`src/include/lod_ac_pkg.sv`:
```
// package: register map, field layouts and timing counts of the ac lead-off control block
package lod_ac_pkg;

  // register byte offsets
  localparam logic [7:0] OFS_CONTROL   = 8'h00;
  localparam logic [7:0] OFS_FREQ      = 8'h04;
  localparam logic [7:0] OFS_ENABLE    = 8'h08;
  localparam logic [7:0] OFS_CURRENT   = 8'h0C;
  localparam logic [7:0] OFS_FLAGS     = 8'h10;
  localparam logic [7:0] OFS_IRQ_STAT  = 8'h14;
  localparam logic [7:0] OFS_IRQ_MASK  = 8'h18;
  localparam logic [7:0] OFS_MODE      = 8'h1C;

  // control register field positions
  localparam int CTL_SHUTDOWN_BIT = 0;
  localparam int CTL_AC_SEL_BIT   = 1;
  localparam int CTL_ANALOG_BIT   = 2;
  localparam int CTL_LEVEL_LSB    = 3;
  localparam int LEVEL_W          = 2;

  // frequency control field positions
  localparam int FREQ_DIV_W       = 7;
  localparam int FREQ_X16_BIT     = 7;

  localparam int PIN_COUNT        = 6;
  localparam int CHAN_COUNT       = 3;
  localparam int CUR_W            = 8;
  localparam int STAT_W           = PIN_COUNT;

  // reset values
  localparam logic [7:0] CONTROL_RST  = 8'h00;
  localparam logic [7:0] FREQ_RST     = 8'h00;
  localparam logic [5:0] ENABLE_RST   = 6'h00;
  localparam logic [7:0] CURRENT_RST  = 8'h00;
  localparam logic [5:0] MASK_RST     = 6'h00;

  // timing: base tone clock of 50 kHz from a 10 MHz clock
  localparam int MCLK_HZ          = 10_000_000;
  localparam int BASE_HZ          = 50_000;
  localparam int BASE_DIV         = MCLK_HZ / BASE_HZ;
  localparam logic [7:0] BASE_DIV_M1 = 8'(BASE_DIV - 1);
  localparam logic [10:0] X16_COUNT  = 11'h010;

  // current step in nanoamps per code
  localparam int CUR_STEP_NA      = 8;

  // lead-off operating mode, gray coded
  typedef enum logic [1:0] {
    MODE_OFF    = 2'b00,
    MODE_DC     = 2'b01,
    MODE_DIG_AC = 2'b11,
    MODE_ANA_AC = 2'b10
  } lod_mode_t;

  // configuration carried to the excitation divider
  typedef struct packed {
    logic                  run;
    logic                  x16;
    logic [FREQ_DIV_W-1:0] div;
  } div_cfg_t;

  // switch drive to the analog front
  typedef struct packed {
    logic [PIN_COUNT-1:0]  src;
    logic [PIN_COUNT-1:0]  snk;
    logic [CHAN_COUNT-1:0] ch_pos;
    logic [CHAN_COUNT-1:0] ch_neg;
  } excite_t;

endpackage

```
`src/rtl/excite_divider.sv`:
```
// excitation tone divider: 50 kHz base, then divide by 4*K*(N+1)
`timescale 1ns/1ns
module excite_divider
  import lod_ac_pkg::*;
(
  // clock and reset
  input  wire logic     mclk,
  input  wire logic     arst_n,
  // configuration
  input  wire div_cfg_t cfg,
  // tone phase, high half then low half
  output logic          phase
);

  logic [7:0]  base_q, base_d;
  logic [12:0] cnt_q, cnt_d;
  logic        phase_q, phase_d;
  div_cfg_t    cfg_q, cfg_d;
  logic [12:0] half_len;

  // half period in base ticks is 2*K*(N+1); x16 reaches 4096, hence 13 bits
  always_comb begin
    half_len = {5'h00, cfg.div, 1'b0} + 13'h0002;
    if (cfg.x16) begin
      half_len = {2'h0, cfg.div, 4'h0} + {2'h0, X16_COUNT};
      half_len = {half_len[11:0], 1'b0};
    end
  end

  // restart on the high half on any settings change or stop
  always_comb begin
    cfg_d   = cfg;
    base_d  = base_q;
    cnt_d   = cnt_q;
    phase_d = phase_q;
    if (!cfg.run || cfg != cfg_q) begin
      base_d  = 8'h00;
      cnt_d   = 13'h0000;
      phase_d = 1'b1;
    end else if (base_q == BASE_DIV_M1) begin
      base_d = 8'h00;
      if (cnt_q == half_len - 13'h0001) begin
        cnt_d   = 13'h0000;
        phase_d = !phase_q;
      end else begin
        cnt_d = cnt_q + 13'h0001;
      end
    end else begin
      base_d = base_q + 8'h01;
    end
  end

  always_ff @(posedge mclk or negedge arst_n) begin
    if (!arst_n) begin
      base_q  <= 8'h00;
      cnt_q   <= 13'h0000;
      phase_q <= 1'b1;
      cfg_q   <= '0;
    end else begin
      base_q  <= base_d;
      cnt_q   <= cnt_d;
      phase_q <= phase_d;
      cfg_q   <= cfg_d;
    end
  end

  assign phase = phase_q;

endmodule // excite_divider

```
`src/rtl/lead_off_ac_ctrl.sv`:
```
// lead-off excitation control with ahb-lite register slave and interrupt
`timescale 1ns/1ns

// Contract
// - analog ac when ac and analog bits set
// - tone is 50 kHz over 4*K*(N+1)
// - analog mode drives complementary pin switches
// - two-bit field selects comparator threshold
// - enabled pin comparator result sets flag; digital ac keeps pin flags at zero
// - digital ac when ac set, analog clear
// - low enables select channels one to three
// - high enables invert channel excitation phase
// - digital mode drives balanced opposite currents
// - digital current magnitude from current code
// - ac bit clear means dc mode
// - shutdown stops excitation and flags
// - eight-bit current code, 8 nA steps
module lead_off_ac_ctrl
  import lod_ac_pkg::*;
(
  // clock and reset
  input  wire logic                  mclk,
  input  wire logic                  arst_n,
  // ahb-lite slave
  input  wire logic                  hsel,
  input  wire logic [7:0]            haddr,
  input  wire logic [1:0]            htrans,
  input  wire logic                  hwrite,
  input  wire logic [2:0]            hsize,
  input  wire logic [31:0]           hwdata,
  input  wire logic                  hready,
  output logic [31:0]                hrdata,
  output logic                       hreadyout,
  output logic                       hresp,
  // comparator outputs from the pins, asynchronous
  input  wire logic [PIN_COUNT-1:0]  comp_in,
  // analog front controls
  output excite_t                    excite,
  output logic [CUR_W-1:0]           test_current_code,
  output logic [LEVEL_W-1:0]         comparator_threshold_level,
  output logic                       lead_off_detect_on,
  output logic                       dc_mode,
  // interrupt
  output logic                       irq
);

  // ==========================================================
  // registers
  // ==========================================================
  // software view, one word per register at byte offsets:
  //   control  : shutdown, ac select, analog select, two-bit threshold level
  //   frequency: seven-bit divider value and the divide-by-sixteen bit
  //   enable   : six pin enables; in digital ac the low three pick channels
  //              and the high three invert their phase
  //   current  : eight-bit test current code
  //   flags    : per-pin lead-off result, read only
  //   status   : sticky flag rises, write one to clear
  //   mask     : interrupt mask, same layout as status
  //   mode     : decoded operating mode, read only
  // unused bits read zero and ignore writes, so later fields stay compatible
  logic [7:0]           ctl_q, ctl_d;
  logic [7:0]           freq_q, freq_d;
  logic [PIN_COUNT-1:0] en_q, en_d;
  logic [CUR_W-1:0]     cur_q, cur_d;
  logic [STAT_W-1:0]    stat_q, stat_d;
  logic [STAT_W-1:0]    mask_q, mask_d;
  logic [PIN_COUNT-1:0] flag_q, flag_d;
  logic                 wr_pend_q, wr_pend_d;
  logic [7:0]           wr_addr_q, wr_addr_d;
  logic [31:0]          rdata_q, rdata_d;

  // ==========================================================
  // mode decode
  // ==========================================================
  lod_mode_t mode;
  logic      shutdown;
  logic      ac_sel;
  logic      analog_not_digital_select;

  assign shutdown                  = ctl_q[CTL_SHUTDOWN_BIT];
  assign ac_sel                    = ctl_q[CTL_AC_SEL_BIT];
  assign analog_not_digital_select = ctl_q[CTL_ANALOG_BIT];

  // mode codes step by one bit along off, dc, digital ac, analog ac, so a
  // reader of the mode word never sees a two-bit jump on the usual path
  // shutdown overrides every mode
  always_comb begin
    if (shutdown) begin
      mode = MODE_OFF;
    end else if (!ac_sel) begin
      mode = MODE_DC;
    end else if (analog_not_digital_select) begin
      mode = MODE_ANA_AC;
    end else begin
      mode = MODE_DIG_AC;
    end
  end

  // ==========================================================
  // excitation divider
  // ==========================================================
  div_cfg_t  dcfg;
  logic      phase;
  lod_mode_t mode_q;
  logic      mode_chg;
  logic      ph_eff;

  // same divider fields serve both ac modes; run drops for the one cycle in
  // which the mode moves, so a jump between the two ac modes also restarts
  // the tone from its first half
  assign mode_chg = (mode != mode_q);
  assign dcfg.run = ((mode == MODE_ANA_AC) || (mode == MODE_DIG_AC))
                    && !mode_chg;
  assign dcfg.x16 = freq_q[FREQ_X16_BIT];
  assign dcfg.div = freq_q[FREQ_DIV_W-1:0];

  excite_divider u_div (
    .mclk   (mclk),
    .arst_n (arst_n),
    .cfg    (dcfg),
    .phase  (phase)
  );

  // the divider shows its restart phase one cycle after a mode move; force
  // the first half here so a fresh tone never opens on the sink half
  assign ph_eff = phase || mode_chg;

  // ==========================================================
  // switch drive
  // ==========================================================
  excite_t               exc_q, exc_d;
  logic [CHAN_COUNT-1:0] dig_ph;
  logic [CHAN_COUNT-1:0] dig_pos;
  logic [CHAN_COUNT-1:0] dig_neg;

  // per channel: a set upper enable bit runs that channel in anti-phase,
  // so two channels sharing one electrode can be made to add, not cancel
  genvar gc;
  generate
    for (gc = 0; gc < CHAN_COUNT; gc++) begin : g_chan
      assign dig_ph[gc]  = ph_eff ^ en_q[CHAN_COUNT + gc];
      assign dig_pos[gc] = en_q[gc] & dig_ph[gc];
      assign dig_neg[gc] = en_q[gc] & !dig_ph[gc];
    end
  endgenerate

  // only one switch set is live at a time; the others stay open
  always_comb begin
    exc_d = '0;
    case (mode)
      MODE_ANA_AC: begin
        // complementary source and sink per enabled pin
        exc_d.src = en_q & {PIN_COUNT{ph_eff}};
        exc_d.snk = en_q & {PIN_COUNT{!ph_eff}};
      end
      MODE_DIG_AC: begin
        // balanced currents at each channel's positive and negative input
        exc_d.ch_pos = dig_pos;
        exc_d.ch_neg = dig_neg;
      end
      MODE_DC: begin
        exc_d.src = en_q;                              // steady current copy
      end
      default: begin
        exc_d = '0;
      end
    endcase
  end

  // ==========================================================
  // comparator synchroniser and flags
  // ==========================================================
  logic [PIN_COUNT-1:0] s1_q, s2_q, s3_q;
  logic [PIN_COUNT-1:0] comp_ok;

  // three stages; result only changes when stages two and three agree
  // the first stage may go metastable, so only stages two and three are read
  always_ff @(posedge mclk or negedge arst_n) begin
    if (!arst_n) begin
      s1_q <= '0;
      s2_q <= '0;
      s3_q <= '0;
    end else begin
      s1_q <= comp_in;
      s2_q <= s1_q;
      s3_q <= s2_q;
    end
  end

  genvar gp;
  generate
    for (gp = 0; gp < PIN_COUNT; gp++) begin : g_pin
      // hold previous flag while stages disagree
      assign comp_ok[gp] = (s2_q[gp] == s3_q[gp]) ? s3_q[gp] : flag_q[gp];
    end
  endgenerate

  // digital ac judges leads from converted data, so pin flags rest at zero
  always_comb begin
    flag_d = '0;
    if (mode != MODE_OFF && mode != MODE_DIG_AC) begin
      flag_d = comp_ok & en_q;
    end
  end

  // ==========================================================
  // ahb-lite slave, zero wait state
  // ==========================================================
  logic       take;
  logic [7:0] word_addr;
  logic       wr_hit;

  assign take   = hsel && hready && htrans[1];
  assign wr_hit = wr_pend_q;

  // the address phase is taken where select, ready and a nonsequential or sequential transfer
  // meet; writes land at the end of the data phase and reads come from a
  // register, so the slave never needs a wait state
  always_comb begin
    wr_pend_d = take && hwrite;
    wr_addr_d = take ? {haddr[7:2], 2'b00} : wr_addr_q;
    word_addr = {haddr[7:2], 2'b00};
    rdata_d   = 32'h0000_0000;
    if (take && !hwrite) begin
      if (word_addr == OFS_CONTROL) begin
        rdata_d = {24'h0, ctl_q};
      end else if (word_addr == OFS_FREQ) begin
        rdata_d = {24'h0, freq_q};
      end else if (word_addr == OFS_ENABLE) begin
        rdata_d = {26'h0, en_q};
      end else if (word_addr == OFS_CURRENT) begin
        rdata_d = {24'h0, cur_q};
      end else if (word_addr == OFS_FLAGS) begin
        rdata_d = {26'h0, flag_q};
      end else if (word_addr == OFS_IRQ_STAT) begin
        rdata_d = {26'h0, stat_q};
      end else if (word_addr == OFS_IRQ_MASK) begin
        rdata_d = {26'h0, mask_q};
      end else if (word_addr == OFS_MODE) begin
        rdata_d = {30'h0, mode};
      end else begin
        rdata_d = 32'h0000_0000;                       // unmapped reads zero
      end
    end
  end

  // register writes in the data phase; flag rises set status
  always_comb begin
    ctl_d  = ctl_q;
    freq_d = freq_q;
    en_d   = en_q;
    cur_d  = cur_q;
    mask_d = mask_q;
    stat_d = stat_q;
    if (wr_hit) begin
      if (wr_addr_q == OFS_CONTROL) begin
        ctl_d = {3'h0, hwdata[4:0]};                   // level in bits 4:3
      end else if (wr_addr_q == OFS_FREQ) begin
        freq_d = hwdata[7:0];
      end else if (wr_addr_q == OFS_ENABLE) begin
        en_d = hwdata[5:0];
      end else if (wr_addr_q == OFS_CURRENT) begin
        cur_d = hwdata[7:0];
      end else if (wr_addr_q == OFS_IRQ_STAT) begin
        stat_d = stat_q & ~hwdata[5:0];
      end else if (wr_addr_q == OFS_IRQ_MASK) begin
        mask_d = hwdata[5:0];
      end
    end
    // a new lead-off event wins over a clear in the same cycle
    stat_d = stat_d | (flag_d & ~flag_q);
  end

  always_ff @(posedge mclk or negedge arst_n) begin
    if (!arst_n) begin
      ctl_q     <= CONTROL_RST;
      freq_q    <= FREQ_RST;
      en_q      <= ENABLE_RST;
      cur_q     <= CURRENT_RST;
      stat_q    <= '0;
      mask_q    <= MASK_RST;
      flag_q    <= '0;
      wr_pend_q <= 1'b0;
      wr_addr_q <= 8'h00;
      mode_q    <= MODE_OFF;
      rdata_q   <= 32'h0000_0000;
      exc_q     <= '0;
    end else begin
      ctl_q     <= ctl_d;
      freq_q    <= freq_d;
      en_q      <= en_d;
      cur_q     <= cur_d;
      stat_q    <= stat_d;
      mask_q    <= mask_d;
      flag_q    <= flag_d;
      wr_pend_q <= wr_pend_d;
      wr_addr_q <= wr_addr_d;
      mode_q    <= mode;
      rdata_q   <= rdata_d;
      exc_q     <= exc_d;
    end
  end

  // ==========================================================
  // registered outputs
  // ==========================================================
  logic                 irq_q;
  logic [LEVEL_W-1:0]   lvl_q;
  logic                 on_q, dc_q;
  logic [CUR_W-1:0]     cur_out_q;

  // front-end controls are registered from the decoded mode, so they move on the
  // same edge as the switches and never disagree with them for a cycle
  always_ff @(posedge mclk or negedge arst_n) begin
    if (!arst_n) begin
      irq_q     <= 1'b0;
      lvl_q     <= '0;
      on_q      <= 1'b0;
      dc_q      <= 1'b0;
      cur_out_q <= '0;
    end else begin
      irq_q     <= |(stat_d & mask_d);
      lvl_q     <= ctl_q[CTL_LEVEL_LSB +: LEVEL_W];
      on_q      <= (mode != MODE_OFF);
      dc_q      <= (mode == MODE_DC);
      cur_out_q <= shutdown ? '0 : cur_q;
    end
  end

  assign hrdata                     = rdata_q;
  assign hreadyout                  = 1'b1;   // never stalls, no wait states
  assign hresp                      = 1'b0;
  assign excite                     = exc_q;
  assign test_current_code          = cur_out_q;
  assign comparator_threshold_level = lvl_q;
  assign lead_off_detect_on         = on_q;
  assign dc_mode                    = dc_q;
  assign irq                        = irq_q;

endmodule // lead_off_ac_ctrl
```
`config.mk`:
```
export PLATFORM = sky130hd
export DESIGN_NAME = lead_off_ac_ctrl
export DESIGN_NICKNAME = d
export VERILOG_FILES = /design/src/include/lod_ac_pkg.sv /design/src/rtl/excite_divider.sv /design/src/rtl/lead_off_ac_ctrl.sv
export SDC_FILE = /design/constraint.sdc
export NUM_CORES = 1
export LEC_CHECK = 0
export BUFFER_PORTS_ARGS = -buffer_cell sky130_fd_sc_hd__buf_4
export CAP_MARGIN = 20
export CORE_MARGIN = 4
export CORE_UTILIZATION = 56
export CTS_CLUSTER_SIZE = 12
export DETAILED_ROUTE_END_ITERATION = 8
export GPL_ROUTABILITY_DRIVEN = 0
export PLACE_DENSITY = 0.9
export SKIP_LAST_GASP = 1
export SLEW_MARGIN = 10
export SYNTH_ARGS = -nofsm -noshare
export SYNTH_HDL_FRONTEND = slang
export SYNTH_HIERARCHICAL = 1
export SYNTH_SLANG_ARGS = --single-unit
```
`constraint.sdc`:
```
create_clock -name mclk -period 3.9 [get_ports mclk]
set_input_delay 0.39 -clock mclk [delete_from_list [all_inputs] [get_ports mclk]]
set_output_delay 0.39 -clock mclk [all_outputs]
set_load 0.005 [all_outputs]
```
# Word level (Yosys, flattened, before mapping)
# Cells that the tools add are included.
word_totals:
  register_bits: 166
  output_inout_bits: 65
  word_cells: 154
classes:
  add_sub_neg: 5
  eq_ne: 26
  mux: 45
  bitwise_logic: 21
  reduce_logical: 28
op_table:
  columns: ["cell", "n"]
  rows:
  - ["2-to-1 mux 6 bit", 19]
  - ["2-to-1 mux 8 bit", 8]
  - ["2-to-1 mux 13 bit", 4]
  - ["AND 6 bit", 6]
  - ["equality test 6 x 3 -> 1 bit (second input constant)", 6]
  - ["equality test 6 x 2 -> 1 bit (second input constant)", 4]
  - ["adder 13 x 1 -> 13 bit (second input constant)", 1]
  - ["equality test 13 bit", 1]
  - ["subtractor 13 x 1 -> 13 bit (second input constant)", 1]
  - ["adder 11 x 5 -> 12 bit (second input constant)", 1]
  - ["equality test 6 x 1 -> 1 bit (second input constant)", 2]
  - ["inverter 6 bit", 2]
  - ["case mux 6 bit (2 select lines)", 1]
  - ["2-to-1 mux 1 bit", 10]
  - ["adder 8 x 2 -> 9 bit (second input constant)", 1]
  - ["!= test 9 bit", 1]
  - ["adder 8 x 1 -> 8 bit (second input constant)", 1]
  - ["equality test 8 bit (second input constant)", 1]
  - ["zero test 1 bit", 8]
  - ["zero test 8 bit", 1]
  - ["AND 1 bit", 6]
  - ["equality test 1 bit", 6]
  - ["logical AND 1 bit", 6]
  - ["zero test 6 bit", 1]
  - ["15 further kinds", 27]

# Logic depth before layout (Yosys ltp)
depth:
  ltp_word: 12
  ltp_mapped: 13
  ltp_nobuf: 11

# Cells and area by module
# The synthesis kept the hierarchy.
modules_own_cells:
  columns: ["mod", "n_inst", "cells_per_inst", "area_each_um2"]
  rows:
  - ["lead_off_ac_ctrl", 1, 352, 4634.4]
  - ["excite_divider", 1, 252, 2273.4]

# Worst setup path after synthesis
# OpenSTA, ideal clock, no wires.
synth_path:
  path_kind: "flip-flop to flip-flop"
  from: "register freq_q[0]"
  to: "register u_div.phase_q (netlist: u_div/phase)"
  setup_ns: 0.088
  arrival_time_ns: 2.895
  path_slack_ns: 0.916
  stages_incl_launch_ff: 12
  n_path_buf: 1
  synth_period_minus_slack_ns: 2.984
  path_cell_list: "dfrtp_1 > ha_1 > buf_2 > xnor2_1 > nand3_1 > or2_2 > a221oi_1 > xnor2_1 > a31oi_1 > or4_4 > o21ai_1 > or3b_1"
synth_via:
  elab_chain_len: 6
synth_rtl:
  columns: ["item", "line", "rtl"]
  rows:
  - ["from (decl)", "lead_off_ac_ctrl.sv:62", "logic [7:0] freq_q, freq_d;"]
  - ["from (signal assigned)", "lead_off_ac_ctrl.sv:290", "freq_q <= freq_d;"]
  - ["adder 11 x 5 -> 12 bit / adder 8 x 2 -> 9 bit (equally long branches)", "excite_divider.sv:25, excite_divider.sv:23", null]
  - ["2-to-1 mux 13 bit", "excite_divider.sv:24", "if (cfg.x16) begin"]
  - ["subtractor 13 x 1 -> 13 bit", "excite_divider.sv:42", "if (cnt_q == half_len - 13'h0001) begin"]
  - ["equality test 13 bit", "excite_divider.sv:42", null]
  - ["nonzero test 2 bit (no line)", null, null]
  - ["AND reduction 2 bit (no line)", null, null]
  - ["to (signal assigned)", "excite_divider.sv:62", "phase_q <= phase_d;"]
  - ["to (decl)", "excite_divider.sv:17", "logic phase_q, phase_d;"]
# Several ways; a longest one is shown, not always the timed one.
# A chain may end at the register's enable or synchronous reset.

==> impl_metrics.csv <==
group,metric,value,unit
final_layout,layout_commonest_cell,"dfrtp_1",
sta,whs,0.0129,ns
critical_path,critical_path_class,"flop to flop",
global_routing,grt_pass1_vias,4990,
critical_path,required,4.19,ns
synthesis,synth-edff-count,0,
sta,worst_slack,0.556,ns
detailed_routing,via_per_inst,5.72,
die,die_w,119,um
clock_tree,post-cts-setup-buffers,0,
die,num_rows,40,
synthesis,synthMuxAreaShare,9.73,%
synthesis,yosysSeqAreaShare,51.5,%
clock_tree,cts_made_buffers,17,
final_layout,fillers,859,
detailed_routing,wl_per_cell,18.1,um
final_layout,antenna_cells,0,
placed_design,hpwl,10300,um
sta,setup_tns,0,ns
clock_tree,cts_tree,"built",
final_layout,fin_area,7940,um^2
global_routing,antenna_found_initial,0,
synthesis,yosys.area_share.simple,15.9,%
synthesis,synth_xor_xnor_area_share,5.71,%
critical_path,critPathCaptureType,"flop",
synthesis,synth_cells,604,
power_and_ir_drop,power_density,478,nW/um^2
die,io_pins,121,
global_routing,grt_pass1_wl,25400,um
sta,fin_crit_sh,85.7,%
synthesis,yosysTopAreaCell,"dfrtp_1",
synthesis,synth_top_family_by_area,"simple AND/OR/NAND/NOR gates",
sta,drv_slew,0,
sta,slew_headroom,50.8,%
sta,timing.final.crit_period,3.34,ns
critical_path,arrival,3.64,ns
critical_path,cp-start-kind,"flop",
synthesis,synth_top_area_share,51.1,%
clock_tree,cts-root-buf,"clkbuf_16",
die,die_y,119,um
status,status,"complete, no violations",
final_layout,mostFrequentLayoutCells,"dfrtp_1 (141), buf_4 (69), nor2_1 (51)",
final_layout,layout-drive-gt1-share,24.6,%
detailed_routing,dr.pass1.iters,5,
synthesis,synth-adder-area-share,2.93,%
sta,max_freq,299,MHz
placed_design,pre_cts_slack,0.653,ns
synthesis,synth_cell_type_count,74,
clock_tree,clk_pin_slew,0.06,ns
placed_design,place_area,7340,um^2
clock_tree,cts.sinks,142,
die,start_util,57.3,%
synthesis,ys.flop_type,"dfrtp_1",
synthesis,ys_seq_elements,142,
synthesis,synth_area_leaders,"dfrtp_1 (51%), mux2_2 (6.0%), xnor2_1 (3.8%)",
synthesis,synth_async_sr_flop_share,100,%
synthesis,synth_compound_area_share,7.48,%
die,core_area,12100,um^2
clock_tree,clkLatencyLatePin,0.42,ns
placed_design,dp.cells,811,
final_layout,instances_no_fill,843,
global_routing,grt_max_degree,82,
worst_hold_path,hp-class,"input port to asynchronous set/reset pin",
global_routing,overflow,0,
synthesis,synth_warnings,6,
clock_tree,cts_buffer_depth,2,
clock_tree,h-tree-depth,4,
final_layout,nets,731,
power_and_ir_drop,vdd_ir_drop_max,0.390,mV
global_routing,gr-usage-all-layers,22.8,%
sta,setup_viol,0,
sta,finalClockSkew,0.00714,ns
placed_design,port_buffers,64,
final_layout,utilization,65.8,%
detailed_routing,routed_wirelength,15300,um
sta,hold_viol,0,
power_and_ir_drop,power,3.79,mW
detailed_routing,dr.first_iter.drc_count,374,
final_layout,area_growth,14.9,%
detailed_routing,drc,0,
clock_tree,cts_resized,0,
detailed_routing,final_antenna_net_count,0,
synthesis,synth_area_per_cell,11.4,um^2
die,die_area,14200,um^2
job,drv_cap,0,
power_and_ir_drop,p_leak,3.63,nW
sta,grt_setup_unrepaired,"false",
critical_path,worstPathMaxFanout,14,
sta,worst_pin_slew,0.738,ns
synthesis,syn_area,6910,um^2
detailed_routing,via_count,4826,
clock_tree,ctsHoldBuffers,0,
Yosys cell counts (3+ instances only):
library cell	n
dfrtp_1	141
nor2_1	51
mux2_2	37
nand2_1	30
xnor2_1	30
buf_4	28
o21ai_0	22
and3_1	17
inv_1	16
nand3_1	16
xor2_1	15
clkbuf_1	14
nand4_1	14
nor2b_1	14
a21oi_1	13
ha_1	13
mux2i_1	12
and2_1	9
nor3_1	9
mux4_2	6
clkbuf_8	5
o211ai_1	5
or3_1	5
a22o_1	4
buf_6	4
maj3_1	4
a211oi_1	3
a31oi_1	3
buf_2	3
o21a_1	3
or2_2	3
where the power goes:
| group | switching (mW) | internal [mW] |
|---|---|---|
| registers | 0.109 | 1.58 |
| clock network | 0.615 | 1.00 |
| logic | 0.258 | 0.229 |
layout make-up:
| cell class | count | area [um^2] | share of cell area, % |
|---|---|---|---|
| Clock buffer | 18 | 429 | 5.41 |
| Clock inverter | 14 | 168 | 2.11 |
| Inverter | 17 | 68.8 | 0.867 |
| Multi-Input combinational cell | 414 | 2980 | 37.5 |
| Sequential cell | 142 | 3550 | 44.8 |
| Tap cell | 168 | 210 | 2.65 |
| Timing Repair Buffer | 70 | 529 | 6.67 |
flip-flops by register name (all words and copies together), names as in the netlist, 2 cells and up:
| name | cells |
|---|---|
| cur_q | 8 |
| flag_q | 6 |
| u_div/base_q | 8 |
| u_div/cnt_q | 13 |
| s3_q | 6 |
| mode_q | 2 |
| s2_q | 6 |
| freq_q | 8 |
| excite | 18 |
| stat_q | 6 |
| en_q | 6 |
| hrdata | 8 |
| u_div/cfg_q | 9 |
| comparator_threshold_level | 2 |
| s1_q | 6 |
| ctl_q | 5 |
| test_current_code | 8 |
| wr_addr_q | 6 |
| mask_q | 6 |
path summary, 6_finish.rpt:
| path | start | to | slack (ns) | depth (start not counted) |
|---|---|---|---|---|
| worst max-delay path | ctl_q[0]$_DFFE_PN0P_ | u_div/cnt_q[12]$_DFFE_PN0P_ | 0.56 | 11 |
| worst min-delay path | arst_n | u_div/base_q[6]$_DFF_PN0_ | 0.01 | 1 |
| worst max register to register | ctl_q[0]$_DFFE_PN0P_ | u_div/cnt_q[12]$_DFFE_PN0P_ | 0.56 | 11 |
| worst min register to register | s1_q[3]$_DFF_PN0_ | s2_q[3]$_DFF_PN0_ | 0.35 | 0 |
| max in group asynchronous | arst_n | test_current_code[7]$_DFF_PN0_ | 2.97 | 2 |
| min in group mclk | comp_in[4] | s1_q[4]$_DFF_PN0_ | 0.07 | 1 |
per-layer routing:
layer  global-route usage [%]  part of all wire, %  up-vias
met2                     39.0                   53      194
li1                         -                    -     2180
met3                     5.51                  5.1       47
met5                        0                    0        -
met1                     26.6                   38     2405
met4                     12.1                  3.7        0
kinds of logic (layout without fill, tap and decap cells):
kind of cell,Yosys count,after routing
multiplexers,55,55
other,2,26
flip-flops,142,142
buffers and inverters,72,119
AND/OR/NAND/NOR,194,194
adder cells (fa/ha/maj),17,17
XOR/XNOR,45,45
AO/OA/AOI/OAI,77,77
worst max-delay path: stages, from the launching register on:
cell,delay (ns)
dfrtp_1,0.58
a21oi_1,0.57
xnor2_1,0.20
and3_1,0.22
nand3_1,0.08
or3_1,0.49
nand2b_1,0.39
nand4_1,0.22
nor2_1,0.11
nand3_1,0.12
xor2_1,0.16
nor2_1,0.05
Note: power is estimated with default switching activity, not from simulation.
